## config.mk

```make
export PLATFORM = sky130hd
export DESIGN_NAME = lee_enables
export DESIGN_NICKNAME = d
export VERILOG_FILES = /design/src/logic/lee_pkg.sv /design/src/logic/lee_rate_if.sv /design/src/logic/lee_tick_div.sv /design/src/logic/lee_enables.sv
export VERILOG_INCLUDE_DIRS = /design/src /design/src/logic
export SDC_FILE = /design/constraint.sdc
export NUM_CORES = 1
export LEC_CHECK = 0
export ABC_AREA = 1
export BUFFER_PORTS_ARGS = -buffer_cell sky130_fd_sc_hd__buf_2
export CORE_ASPECT_RATIO = 1.25
export CORE_UTILIZATION = 42
export CTS_CLUSTER_SIZE = 25
export DETAILED_ROUTE_END_ITERATION = 8
export PLACE_DENSITY = 0.7
export SYNTH_ARGS = -nofsm -noshare
export SYNTH_HDL_FRONTEND = slang
export SYNTH_SLANG_ARGS = --single-unit
```

## constraint.sdc

```tcl
create_clock -name core_clk -period 5.3 [get_ports core_clk]
set_clock_uncertainty 0.2 [all_clocks]
set_input_delay 0.53 -clock core_clk [delete_from_list [all_inputs] [get_ports core_clk]]
set_output_delay 0.53 -clock core_clk [all_outputs]
set_load 0.1 [all_outputs]
```

## src/logic/lee_consts.svh

```systemverilog
// Constants for the line enhancement enable register block
`ifndef LEE_CONSTS_SVH
`define LEE_CONSTS_SVH

// Register map, byte addresses
`define LEE_OFF_ENABLES 8'h6C
`define LEE_ENABLES_RESET 8'h00
`define LEE_ENABLES_WMASK 8'hE7

// Field positions inside the enable register
`define LEE_BIT_BOOST 7
`define LEE_BIT_TONE_ENH 6
`define LEE_BIT_SPEEDUP 5
`define LEE_BIT_VOLT_LC 2
`define LEE_BIT_SQUELCH 1
`define LEE_BIT_HYST 0

// Current limit applied while boosted, in mA
`define LEE_BOOST_LIMIT_MA 6'h29

// Indirect register indices of tone generator 1 coefficients
`define LEE_TONE1_NORMAL_BASE 7'h00
`define LEE_TONE1_DEDICATED_BASE 7'h45

// Timing
`define LEE_CLK_HZ 50000000
`define LEE_SLOW_RATE_HZ 8000
`define LEE_FAST_RATE_HZ 24000
`define LEE_BOOST_TIME_US 1000

`endif

```

## src/logic/lee_pkg.sv

```systemverilog
// Types shared by the line enhancement enable block
package lee_pkg;
   typedef enum logic {
      LEE_BUS_IDLE,
      LEE_BUS_ACK
   } lee_bus_st_t;
   typedef logic [12:0] lee_div_t;
endpackage

```

## src/logic/lee_rate_if.sv

```systemverilog
// Rate select and tick bundle between control and tick divider
`timescale 1ns/10ps
`default_nettype none
interface lee_rate_if;
   import lee_pkg::*;
   logic fast_sel;
   logic tick;
   modport ctrl (output fast_sel, input tick);
   modport gen (input fast_sel, output tick);
endinterface
`default_nettype wire

```

## src/logic/lee_tick_div.sv

```systemverilog
// Tone generator update tick divider, 8 kHz or 24 kHz
`timescale 1ns/10ps
`default_nettype none
module lee_tick_div
   import lee_pkg::*;
#(
   parameter lee_div_t SLOW_CYCLES = 13'h186A,
   parameter lee_div_t FAST_CYCLES = 13'h0823
) (
   // Clock and reset
   input wire logic core_clk,
   input wire logic resetn,
   // Rate select and tick
   lee_rate_if.gen rate
);
   lee_div_t count;
   lee_div_t next_count;
   lee_div_t limit;
   logic next_tick;
   logic tick_q;

   always_comb begin
      limit = rate.fast_sel ? FAST_CYCLES : SLOW_CYCLES;
      // A count already past the new limit after a rate change ends the period at once, never overruns
      if (count >= limit - 13'h0001) begin
         next_count = 13'h0000;
         next_tick = 1'b1;
      end else begin
         next_count = count + 13'h0001;
         next_tick = 1'b0;
      end
   end

   always_ff @(posedge core_clk or negedge resetn) begin
      if (!resetn) begin
         count <= 13'h0000;
         tick_q <= 1'b0;
      end else begin
         count <= next_count;
         tick_q <= next_tick;
      end
   end

   assign rate.tick = tick_q;
endmodule
`default_nettype wire

```

## src/logic/lee_enables.sv

```systemverilog
// Enhancement feature enable register with its control effects
//
// The Avalon-MM slave port was decided locally.
`timescale 1ns/10ps
`default_nettype none
`include "lee_consts.svh"
module lee_enables
   import lee_pkg::*;
#(
   parameter int BOOST_CYCLES =
      (`LEE_CLK_HZ / 1000000) * `LEE_BOOST_TIME_US,
   parameter int SLOW_CYCLES = `LEE_CLK_HZ / `LEE_SLOW_RATE_HZ
) (
   // Clock and reset
   input wire logic core_clk,
   input wire logic resetn,
   // Avalon-MM slave
   input wire logic [7:0] address,
   input wire logic read,
   input wire logic write,
   input wire logic [31:0] writedata,
   input wire logic [3:0] byteenable,
   output logic [31:0] readdata,
   output logic waitrequest,
   // Current limit
   input wire logic [5:0] programmed_current_limit,
   input wire logic ring_burst_end,
   output logic [5:0] effective_current_limit,
   output logic current_limit_boost_active,
   // Tone generator 1
   input wire logic relay_control_bit,
   output logic tone1_fast_rate,
   output logic tone1_tick,
   output logic tone1_cadence_tick,
   output logic [6:0] tone1_coeff_base,
   // Converter control
   output logic converter_speedup,
   output logic converter_noise_squelch,
   // Loop closure
   input wire logic [15:0] loop_current,
   input wire logic [15:0] tip_ring_voltage,
   input wire logic [15:0] lc_upper_threshold,
   input wire logic [15:0] lc_lower_threshold,
   output logic loop_closed
);
   localparam int FAST_CYCLES = `LEE_CLK_HZ / `LEE_FAST_RATE_HZ;

   // Bus slave state
   lee_bus_st_t bus_st;
   lee_bus_st_t next_bus_st;
   logic [7:0] enables;
   logic [7:0] next_enables;
   logic [31:0] next_readdata;
   logic hit;
   logic bus_take;

   // Boost window
   logic [31:0] boost_count;
   logic [31:0] next_boost_count;

   // Loop closure
   logic [15:0] lc_measure;
   logic next_loop_closed;
   logic loop_closed_q;

   // Tone rate select
   logic fast_sel;
   lee_rate_if rate_bus ();

   assign hit = (address == `LEE_OFF_ENABLES);
   // The slave answers on the second edge of a request
   assign bus_take = (bus_st == LEE_BUS_ACK);
   assign waitrequest = (read | write) & ~bus_take;

   always_comb begin
      next_bus_st = bus_st;
      next_enables = enables;
      next_readdata = readdata;
      case (bus_st)
         LEE_BUS_IDLE: begin
            if (read | write) begin
               next_bus_st = LEE_BUS_ACK;
            end
            if (read) begin
               // Loaded in the wait state so data stand when wait drops
               // Unmapped reads answer zero
               next_readdata = hit ? {24'h000000, enables} : 32'h00000000;
            end
         end
         LEE_BUS_ACK: begin
            next_bus_st = LEE_BUS_IDLE;
            if (write && hit && byteenable[0]) begin
               // Reserved bits 4:3 never store, so they read as zero
               next_enables = writedata[7:0] & `LEE_ENABLES_WMASK;
            end
         end
         default: begin
            next_bus_st = LEE_BUS_IDLE;
         end
      endcase
   end

   always_ff @(posedge core_clk or negedge resetn) begin
      if (!resetn) begin
         bus_st <= LEE_BUS_IDLE;
         enables <= `LEE_ENABLES_RESET;
         readdata <= 32'h00000000;
      end else begin
         bus_st <= next_bus_st;
         enables <= next_enables;
         readdata <= next_readdata;
      end
   end

   // Boost window after each ring burst
   always_comb begin
      next_boost_count = boost_count;
      if (!enables[`LEE_BIT_BOOST]) begin
         // Clearing the enable cuts a running boost short
         next_boost_count = 32'h00000000;
      end else if (ring_burst_end) begin
         next_boost_count = 32'(BOOST_CYCLES);
      end else if (boost_count != 32'h00000000) begin
         next_boost_count = boost_count - 32'h00000001;
      end
   end

   always_ff @(posedge core_clk or negedge resetn) begin
      if (!resetn) begin
         boost_count <= 32'h00000000;
      end else begin
         boost_count <= next_boost_count;
      end
   end

   assign current_limit_boost_active = (boost_count != 32'h00000000);
   assign effective_current_limit = current_limit_boost_active ?
      `LEE_BOOST_LIMIT_MA : programmed_current_limit;

   // Tone generator 1 rate and coefficient bank
   assign fast_sel = enables[`LEE_BIT_TONE_ENH] & relay_control_bit;
   assign rate_bus.fast_sel = fast_sel;
   assign tone1_fast_rate = fast_sel;
   assign tone1_coeff_base = fast_sel ?
      `LEE_TONE1_DEDICATED_BASE : `LEE_TONE1_NORMAL_BASE;
   assign tone1_tick = rate_bus.tick;
   // Cadence timers share the tone tick, 41.66 us at the fast rate
   assign tone1_cadence_tick = rate_bus.tick;

   lee_tick_div #(
      .SLOW_CYCLES(lee_div_t'(SLOW_CYCLES)),
      .FAST_CYCLES(lee_div_t'(FAST_CYCLES))
   ) u_tick_div (
      .core_clk(core_clk),
      .resetn(resetn),
      .rate(rate_bus.gen)
   );

   // Converter control selects
   assign converter_speedup = enables[`LEE_BIT_SPEEDUP];
   assign converter_noise_squelch = enables[`LEE_BIT_SQUELCH];

   // Loop closure decision
   assign lc_measure = enables[`LEE_BIT_VOLT_LC] ?
      tip_ring_voltage : loop_current;

   always_comb begin
      next_loop_closed = loop_closed_q;
      if (enables[`LEE_BIT_HYST]) begin
         // Set above the upper threshold, cleared below the lower one
         if (lc_measure > lc_upper_threshold) begin
            next_loop_closed = 1'b1;
         end else if (lc_measure < lc_lower_threshold) begin
            next_loop_closed = 1'b0;
         end
      end else begin
         next_loop_closed = (lc_measure > lc_upper_threshold);
      end
   end

   always_ff @(posedge core_clk or negedge resetn) begin
      if (!resetn) begin
         loop_closed_q <= 1'b0;
      end else begin
         loop_closed_q <= next_loop_closed;
      end
   end

   assign loop_closed = loop_closed_q;
endmodule
`default_nettype wire

```

== Word-level counts from Yosys, hierarchy flattened ==
Cells that the tools add are included.

* $add $sub $neg: 3
* $mul: 0
* Div/mod/pow operators: 0
* $lt $le $gt $ge: 3
* Equal/unequal tests: 3
* Shifts and indexed selects: 0
* Muxes and demuxes: 15
* Bitwise logic cells: 4
* Reductions and logical operators: 5

{| class="wikitable"
|+ Operators by type and width
! cell !! number
|-
| 32-bit two-way mux || 3
|-
| 32-bit nonzero test || 1
|-
| 32-bit by 1-bit subtractor with 32-bit output (second input constant) || 1
|-
| 13-bit two-way mux || 2
|-
| 16-bit greater-than comparator || 1
|-
| 16-bit less-than comparator || 1
|-
| 16-bit two-way mux || 1
|-
| 13-bit by 1-bit adder with 13-bit output (second input constant) || 1
|-
| 13-bit greater-or-equal comparator || 1
|-
| 13-bit by 1-bit subtractor with 13-bit output (second input constant) || 1
|-
| 8-bit by 7-bit equality test with 1-bit output (second input constant) || 1
|-
| 8-bit two-way mux || 1
|-
| 7-bit two-way mux || 1
|-
| 6-bit two-way mux || 1
|-
| 1-bit two-way mux || 5
|-
| 2-bit AND reduction || 2
|-
| 3-bit by 1-bit != test with 1-bit output (second input constant) || 1
|-
| 3-bit != test (second input constant) || 1
|-
| 1-bit bitwise AND || 2
|-
| 1-bit logical AND || 2
|-
| 1-bit case mux with 2 select lines || 1
|-
| 1-bit NOT || 1
|-
| 1-bit bitwise OR || 1
|}

* Bits in registers: 86
* Latch bits: 0
* Memory bits (writable): 0
* Memory bits (read-only): 0
* Input bits: 120
* Output and inout port bits: 53
* Logic and storage cells: 40
* Memories: 0

== Depth between registers and ports, before layout ==
Gate-level depths: netlist of run 1.

* Depth after elaboration: 5
* Gate-level depth with buffers: 15
* Gate-level depth less buffers: 14

== Modules after synthesis ==
Synthesis of run 1 repeated with hierarchy kept, for this count alone.

* Cell total of the unflattened synthesis: 695
* Area total of the unflattened synthesis: 4942.2 um2

{| class="wikitable"
|+ By module, submodules not included
! module !! times used !! cells an instance !! area each (um2) !! seq. area each (um2)
|-
| lee_enables || 1 || 594 || 4092.7 || 1151.1
|-
| lee_tick_div || 1 || 101 || 849.6 || 350.3
|}

== Worst setup path before layout of run 1 ==
Ideal clock, no wire load.

* Kind: reg-to-output
* From: reg boost_count[0]
* To: out effective_current_limit[1]
* Arrival time: 3.399 ns
* Required time: 4.570 ns
* Path slack: 1.171 ns
* Cell stages (with the launch flop): 7
* Buffers on the path: 0
* Cell sequence: dfrtp_1 inv_1 ha_1 nand4_1 nor4_1 nand3_1 nor2_1

* Longest elaborated chain between the ends: 2

{| class="wikitable"
|+ RTL lines
! item !! line !! text
|-
| start: declaration || lee_enables.sv:58 || <nowiki>logic [31:0] boost_count;</nowiki>
|-
| start signal: assignment || lee_enables.sv:132 || <nowiki>boost_count <= next_boost_count;</nowiki>
|-
| 32-bit nonzero test || lee_enables.sv:136 || <nowiki>assign current_limit_boost_active = (boost_count != 32'h00000000);</nowiki>
|-
| via current_limit_boost_active || lee_enables.sv:29 || <nowiki>output logic current_limit_boost_active,</nowiki>
|-
| 6-bit two-way mux || lee_enables.sv:137 || <nowiki>assign effective_current_limit = current_limit_boost_active ?</nowiki>
|-
| end: declaration || lee_enables.sv:28 || <nowiki>output logic [5:0] effective_current_limit,</nowiki>
|}

The timed path passes the listed nets, and every way through them passes these cells.

== Worst setup path after layout of run 1 ==
* From: reg enables[2]
* To: reg loop_closed_q, in the netlist loop_closed

* Longest elaborated chain between the ends: 4
* Elaborated cells between the ends (all ways): 6

{| class="wikitable"
|+ RTL lines
! item !! line !! text
|-
| start: declaration || lee_enables.sv:51 || <nowiki>logic [7:0] enables;</nowiki>
|-
| start signal: assignment || lee_enables.sv:106 || <nowiki>enables <= `LEE_ENABLES_RESET;</nowiki>
|-
| start signal: assignment || lee_enables.sv:110 || <nowiki>enables <= next_enables;</nowiki>
|-
| 16-bit two-way mux (*) || lee_enables.sv:164 || <nowiki>assign lc_measure = enables[`LEE_BIT_VOLT_LC] ?</nowiki>
|-
| 16-bit greater-than comparator || lee_enables.sv:171, lee_enables.sv:177 ||
|-
| 1-bit two-way mux || lee_enables.sv:171 || <nowiki>if (lc_measure > lc_upper_threshold) begin</nowiki>
|-
| 1-bit two-way mux || lee_enables.sv:169 || <nowiki>if (enables[`LEE_BIT_HYST]) begin</nowiki>
|-
| end signal: assignment || lee_enables.sv:185 || <nowiki>loop_closed_q <= next_loop_closed;</nowiki>
|-
| end: declaration || lee_enables.sv:64 || <nowiki>logic loop_closed_q;</nowiki>
|}

Every way passes the cells marked *; elsewhere a longest branch is shown, timed or not.
A chain may end at the register's enable or synchronous reset.

==> flow_summary.toml, run 1 <==
[outcome]
status = "finished clean"

[worst_setup_path]
crit_type = "reg2reg"
worstPathMaxFanout = 18
cp-start-kind = "register"
worstSetupEndpointType = "register"
timing.rr.start = "enables[2]$_DFFE_PN0P_"
critical_path_required_ns = 5.33
r2r_end = "loop_closed$_DFFE_PN0P_"
worstPathArrival_ns = 3.05
rr_worst_depth = 9
reg2reg_slack_ns = 2.28

[job]
maxCapViolCount = 0

[placed_design]
place_congestion = 0.922
port_buffers = 113
dp_hpwl_um = 8880
dp_slack_ns = 2.28
place_inst = 902

[route]
viasPerCell = 4.76
drtAntennaViolNets = 0
routed_wl_um = 11100
routedWlPerCell_um = 12.1
dr.pass1.iters = 4
drt_iter0_drc = 179
dr_total_vias = 4369
drcViolationCount = 0

[cts]
worst_skew_pair.late_latency_ns = 0.34
cts.sinks = 60
cts_root_buf = "clkbuf_16"
path_clk_slew_ns = 0.05
cts_resized = 0
cts_inserted_buffers = 9
cts_setup_buffers = 0
htree_levels = 3
cts_tree = "done"
cts_hold_buf = 0
clk_path_buf_depth = 2

[timing]
max_freq_mhz = 331
fin_setup_tns_ns = 0
hold_slack_ns = 0.163
finalMaxSlewViolations = 0
worst_pin_slew_ns = 0.769
setup_viol = 0
hold_viol_final = 0
post-route-min-period_ns = 3.02
rsz0062_at_grt = "no"
setup_slack_ns = 2.28
fin_crit_sh_pct = 57.0
max_slew_margin_pct = 48.8

[synth]
ys_async_sr_fraction_pct = 100
synth-seq-cells = 60
synth_enable_flop_cells = 0
yosys_warnings = 0
syn_inst = 671
post_synth.cell_area_avg_um2 = 7.06
synth-seq-area-share_pct = 31.7
yosys_most_used_dff = "dfrtp_1"
synth.distinct_cells = 41
netlist_area_um2 = 4730

[layout]
drive_above_1_share_pct = 20.4
nets = 937
final_cells = 918
area_delta_synth_final_pct = 16.8
diodes = 0

[worst_hold_path]
hp-class = "in2async"

[power_and_ir_drop]
power-per-cell-area_nw_per_um2 = 233
vdd.ir_drop.worst_uv = 124
p_leak_uw = 0.00319
power_uw = 1290

[grt]
track_usage_pct = 20.3
grt_overflow = 0
antenna_found_initial = 0
grt_max_degree = 61
grt_pass1_wl_um = 18900
grt_pass1_vias = 4158

[floorplanning]
start_util_pct = 42.9
core_area_um2 = 11000
num_io_pins = 173
die_w_um = 97.0
fp.dieArea_um2 = 11700
dieHeight_um = 121
rows = 43
## worst max-delay path by stage
stage                     slack [ns]  cells after the start                  startpoint                         end
after global placement          2.26                      9      enables[2]$_DFFE_PN0P_     loop_closed$_DFFE_PN0P_
final                           2.28                      9      enables[2]$_DFFE_PN0P_     loop_closed$_DFFE_PN0P_
after detailed placement        2.28                      9      enables[2]$_DFFE_PN0P_     loop_closed$_DFFE_PN0P_
after CTS                       2.27                      9      enables[2]$_DFFE_PN0P_     loop_closed$_DFFE_PN0P_
after global routing            1.94                     14      enables[2]$_DFFE_PN0P_     loop_closed$_DFFE_PN0P_
after floorplan                 1.17                      6  boost_count[0]$_DFFE_PN0P_  effective_current_limit[1]
## cell families (layout without fill, tap and decap cells)
kind of cell	Yosys count	count (layout)	synth area share, %
fa+ha+maj	39	39	10.3
compound gates	52	52	6.18
buf+inv	144	227	14.6
other cells	1	30	0.0792
simple gates	356	356	33.6
xor+xnor	19	19	3.51
flops	60	60	31.7
## cells in the mapped netlist, types with 2 or more instances
master,count,area [µm²]
nand4_2,2,25.0
nand4_1,12,75.1
buf_4,34,255
nor2_2,9,56.3
inv_2,2,7.51
nand3_2,2,20.0
a21o_1,2,15.0
nor2_1,86,323
a31o_2,2,17.5
nand3_1,45,225
buf_6,2,22.5
nor4_1,8,50.1
dfrtp_1,60,1500
ha_1,39,488
nand2_1,156,586
nor2_4,4,45.0
o21ai_0,17,85.1
nor3b_1,2,15.0
or2_1,4,25.0
or2_2,3,18.8
nor3_1,17,85.1
a21oi_1,23,115
clkbuf_1,6,22.5
xor2_1,14,123
nand2_2,3,18.8
buf_2,5,25.0
xnor2_1,5,43.8
o31ai_1,2,15.0
inv_1,93,349
## power breakdown
| group | total, µW | leakage [µW] | internal, µW | switching (µW) |
|---|---|---|---|---|
| sequential | 480 | 0.000780 | 469 | 10.5 |
| combinational | 286 | 0.00228 | 71.0 | 215 |
| clock | 524 | 0.000131 | 313 | 211 |
## layer usage
layer,vias up,GRT usage [%],part of all wire [%]
met2,138,36.2,50
met5,-,0,0
met4,0,10.9,3.4
met1,1920,22.7,42
met3,27,4.10,5.4
li1,2284,-,-
## sequential cells by signal (all words and copies together), names as in the netlist
register and flops:
enables 6, readdata 6, boost_count 32, bus_st 1, loop_closed 1, u_tick_div.count 13
u_tick_div.rate.tick 1
## per-stage QoR
stage	instance area, µm²	util (%)
6_report	5530	50.1
5_1_grt	5530	50.1
3_5_place_dp	5260	47.7
3_3_place_gp	5260	47.7
2_1_floorplan	4840	-
4_1_cts	5530	50.1
## final cells by class
class / instances / area [µm²]
clock inverter: 7 / 43.8
clock buffer: 9 / 225
sequential: 60 / 1500
fill: 1131 / 5500
timing repair buffer: 114 / 573
inverter: 97 / 365
multi-input combinational: 496 / 2650
tap: 135 / 169
## critical path, stage by stage (launching register included)
cell and delay [ns]:
dfrtp_1 0.72, clkinv_1 0.63, nand2_1 0.18, nand2_1 0.12, ha_1 0.30, nand4_1 0.12
nor3_1 0.34, nand4_1 0.14, nand2_1 0.10, nand2_1 0.05
## placed cells by master, fill, tap and decap left out, types with 9 or more instances in the layout
cell,instances
a21oi_1,23
buf_2,113
clkbuf_16,9
conb_1,30
dfrtp_1,60
ha_1,39
inv_1,93
nand2_1,156
nand3_1,45
nand4_1,12
nor2_1,86
nor2_2,9
nor3_1,17
o21ai_0,17
xor2_1,14
No activity file was read; power rests on OpenSTA's default activity.
==> run 2, diff against run 1 <==
Settings changed: PLACE_DENSITY 0.7 to 0.72.
Clock period 5.3 ns to 2.7 ns, I/O delays scaled along.
==> flow_summary.toml, run 2 (synthesis gave the netlist of run 1 again) <==
[floorplanning]
rows = 43
num_io_pins = 173
die_w_um = 97.0
fp.dieArea_um2 = 11700
dieHeight_um = 121
start_util_pct = 42.9
core_area_um2 = 11000

[worst_setup_path]
crit_buf_inv = 2
slowest_delay_ns = 0.38
worstSetupEndpointType = "primary output"
worstPathMaxFanout = 6
critical_path_required_ns = 2.23
critPathTopFamily = "simple AND/OR/NAND/NOR gates"
cp-start-kind = "register"
cp_cell_sequence = "inv_1 -> ha_1 -> nand4_1 -> nor4_4 -> nand3_4 -> or2_2 -> buf_4"
worstPathArrival_ns = 2.12
crit_type = "reg2out"
cp_slowest_cell = "dfrtp_1"

[route]
routed_wl_um = 11400
drcViolationCount = 1
dr_total_vias = 4469
drtAntennaViolNets = 0
drt_iter0_drc = 159
routedWlPerCell_um = 12.1
dr.pass1.iters = 6
viasPerCell = 4.78

[layout]
drive_above_1_share_pct = 22.3
area_delta_synth_final_pct = 23.3
final_cell_mix = "156 x nand2_1, 107 x buf_2, 93 x inv_1"
final_util_pct = 52.9
top_register = "boost_count"
nets = 954
diodes = 0
layout_commonest_cell = "nand2_1"
largest_reg_flops = 32
largestRegisters = "boost_count (32), u_tick_div.count (13)"

[power_and_ir_drop]
vdd.ir_drop.worst_uv = 291
power_uw = 2710
power-per-cell-area_nw_per_um2 = 464
p_leak_uw = 0.00330

[cts]
clk_path_buf_depth = 2
htree_levels = 3
cts.sinks = 60
cts_inserted_buffers = 9
worst_skew_pair.late_latency_ns = 0.34
cts_tree = "done"
cts_root_buf = "clkbuf_16"
path_clk_slew_ns = 0.05

[timing]
max_slew_margin_pct = 59.9
hold_slack_ns = 0.0676
fin_crit_sh_pct = 96.1
worst_pin_slew_ns = 0.600
max_freq_mhz = 386
finalMaxSlewViolations = 0
post-route-min-period_ns = 2.59
hold_viol_final = 0
setup_viol = 0

[placed_design]
dp_hpwl_um = 8860
port_buffers = 113
place_congestion = 0.933

[grt]
grt_overflow = 0
grt_max_degree = 26
grt_pass1_vias = 4316
grt_pass1_wl_um = 19200
track_usage_pct = 20.5
antenna_found_initial = 0

[worst_hold_path]
hp-class = "in2reg"

[outcome]
status = "finished with violations"
violations = "DRC"

[job]
maxCapViolCount = 0
-- run 2: cell types whose count changed in the layout (fill, tap and decap cells not counted), sizes merged --
cell / delta
buf: +9
bufinv: +1
clkbuf: +2
clkinv: -2
clkinvlp: -1
dlygate4sd3: +8
-- run 2: layout make-up --
type,count,area [µm²]
fillers,1105,5190
multi-input cells,496,2720
flip-flops and latches,60,1500
repair buffers,131,773
inverters,97,365
clock buffers,11,253
well taps,135,169
clock inverters,5,60.1
-- run 2: what timing repair did --
item | CTS | global route
resized for setup | 5 | 2
endpoints found under the hold margin | 19 | 0
setup buffers | 0 | 2
setup endpoints to repair | 3 | 3
hold buffers | 8 | 0
cloned | 0 | 0
-- run 2: final timing paths --
kind	from	to	slack [ns]	depth (start not counted)
max	boost_count[0]$_DFFE_PN0P_	effective_current_limit[3]	0.11	7
min	address[7]	readdata[2]$_DFFE_PN0P_	0.07	4
max reg2reg	boost_count[11]$_DFFE_PN0P_	boost_count[0]$_DFFE_PN0P_	0.48	9
min reg2reg	readdata[2]$_DFFE_PN0P_	readdata[2]$_DFFE_PN0P_	0.28	2
max in group asynchronous	resetn	boost_count[0]$_DFFE_PN0P_	1.48	3
min in group asynchronous	resetn	boost_count[16]$_DFFE_PN0P_	0.17	2
-- run 2: stage by stage --
| step | setup slack [ns] | std cells | TNS, ns | instance area [µm²] |
|---|---|---|---|---|
| floorplan | 0.0597 | 700 | 0 | 4880 |
| global placement | 0.183 | 909 | 0 | 5390 |
| detailed placement | 0.195 | 909 | 0 | 5390 |
| CTS | 0.0158 | 933 | 0 | 5810 |
| global route | -0.00257 | 935 | -0.00257 | 5840 |
| finish | 0.106 | 935 | 0 | 5840 |
-- run 2: per-layer routing --
layer	wire length (µm)	global-route usage, %
met5	0	0
met4	261	8.21
met3	527	4.16
met2	5870	38.4
met1	4700	22.3
-- run 2: tightest hold or removal path, stage by stage --
cell and delay (ns):
buf_2 0.08, nor4_1 0.04, nand2_1 0.10, o31ai_1 0.07
-- run 2: power by group --
part | switching (µW) | internal (µW) | leakage (µW)
registers | 19.4 | 921 | 0.000780
logic | 426 | 152 | 0.00237
clock network | 428 | 765 | 0.000152
total | 874 | 1840 | 0.00330
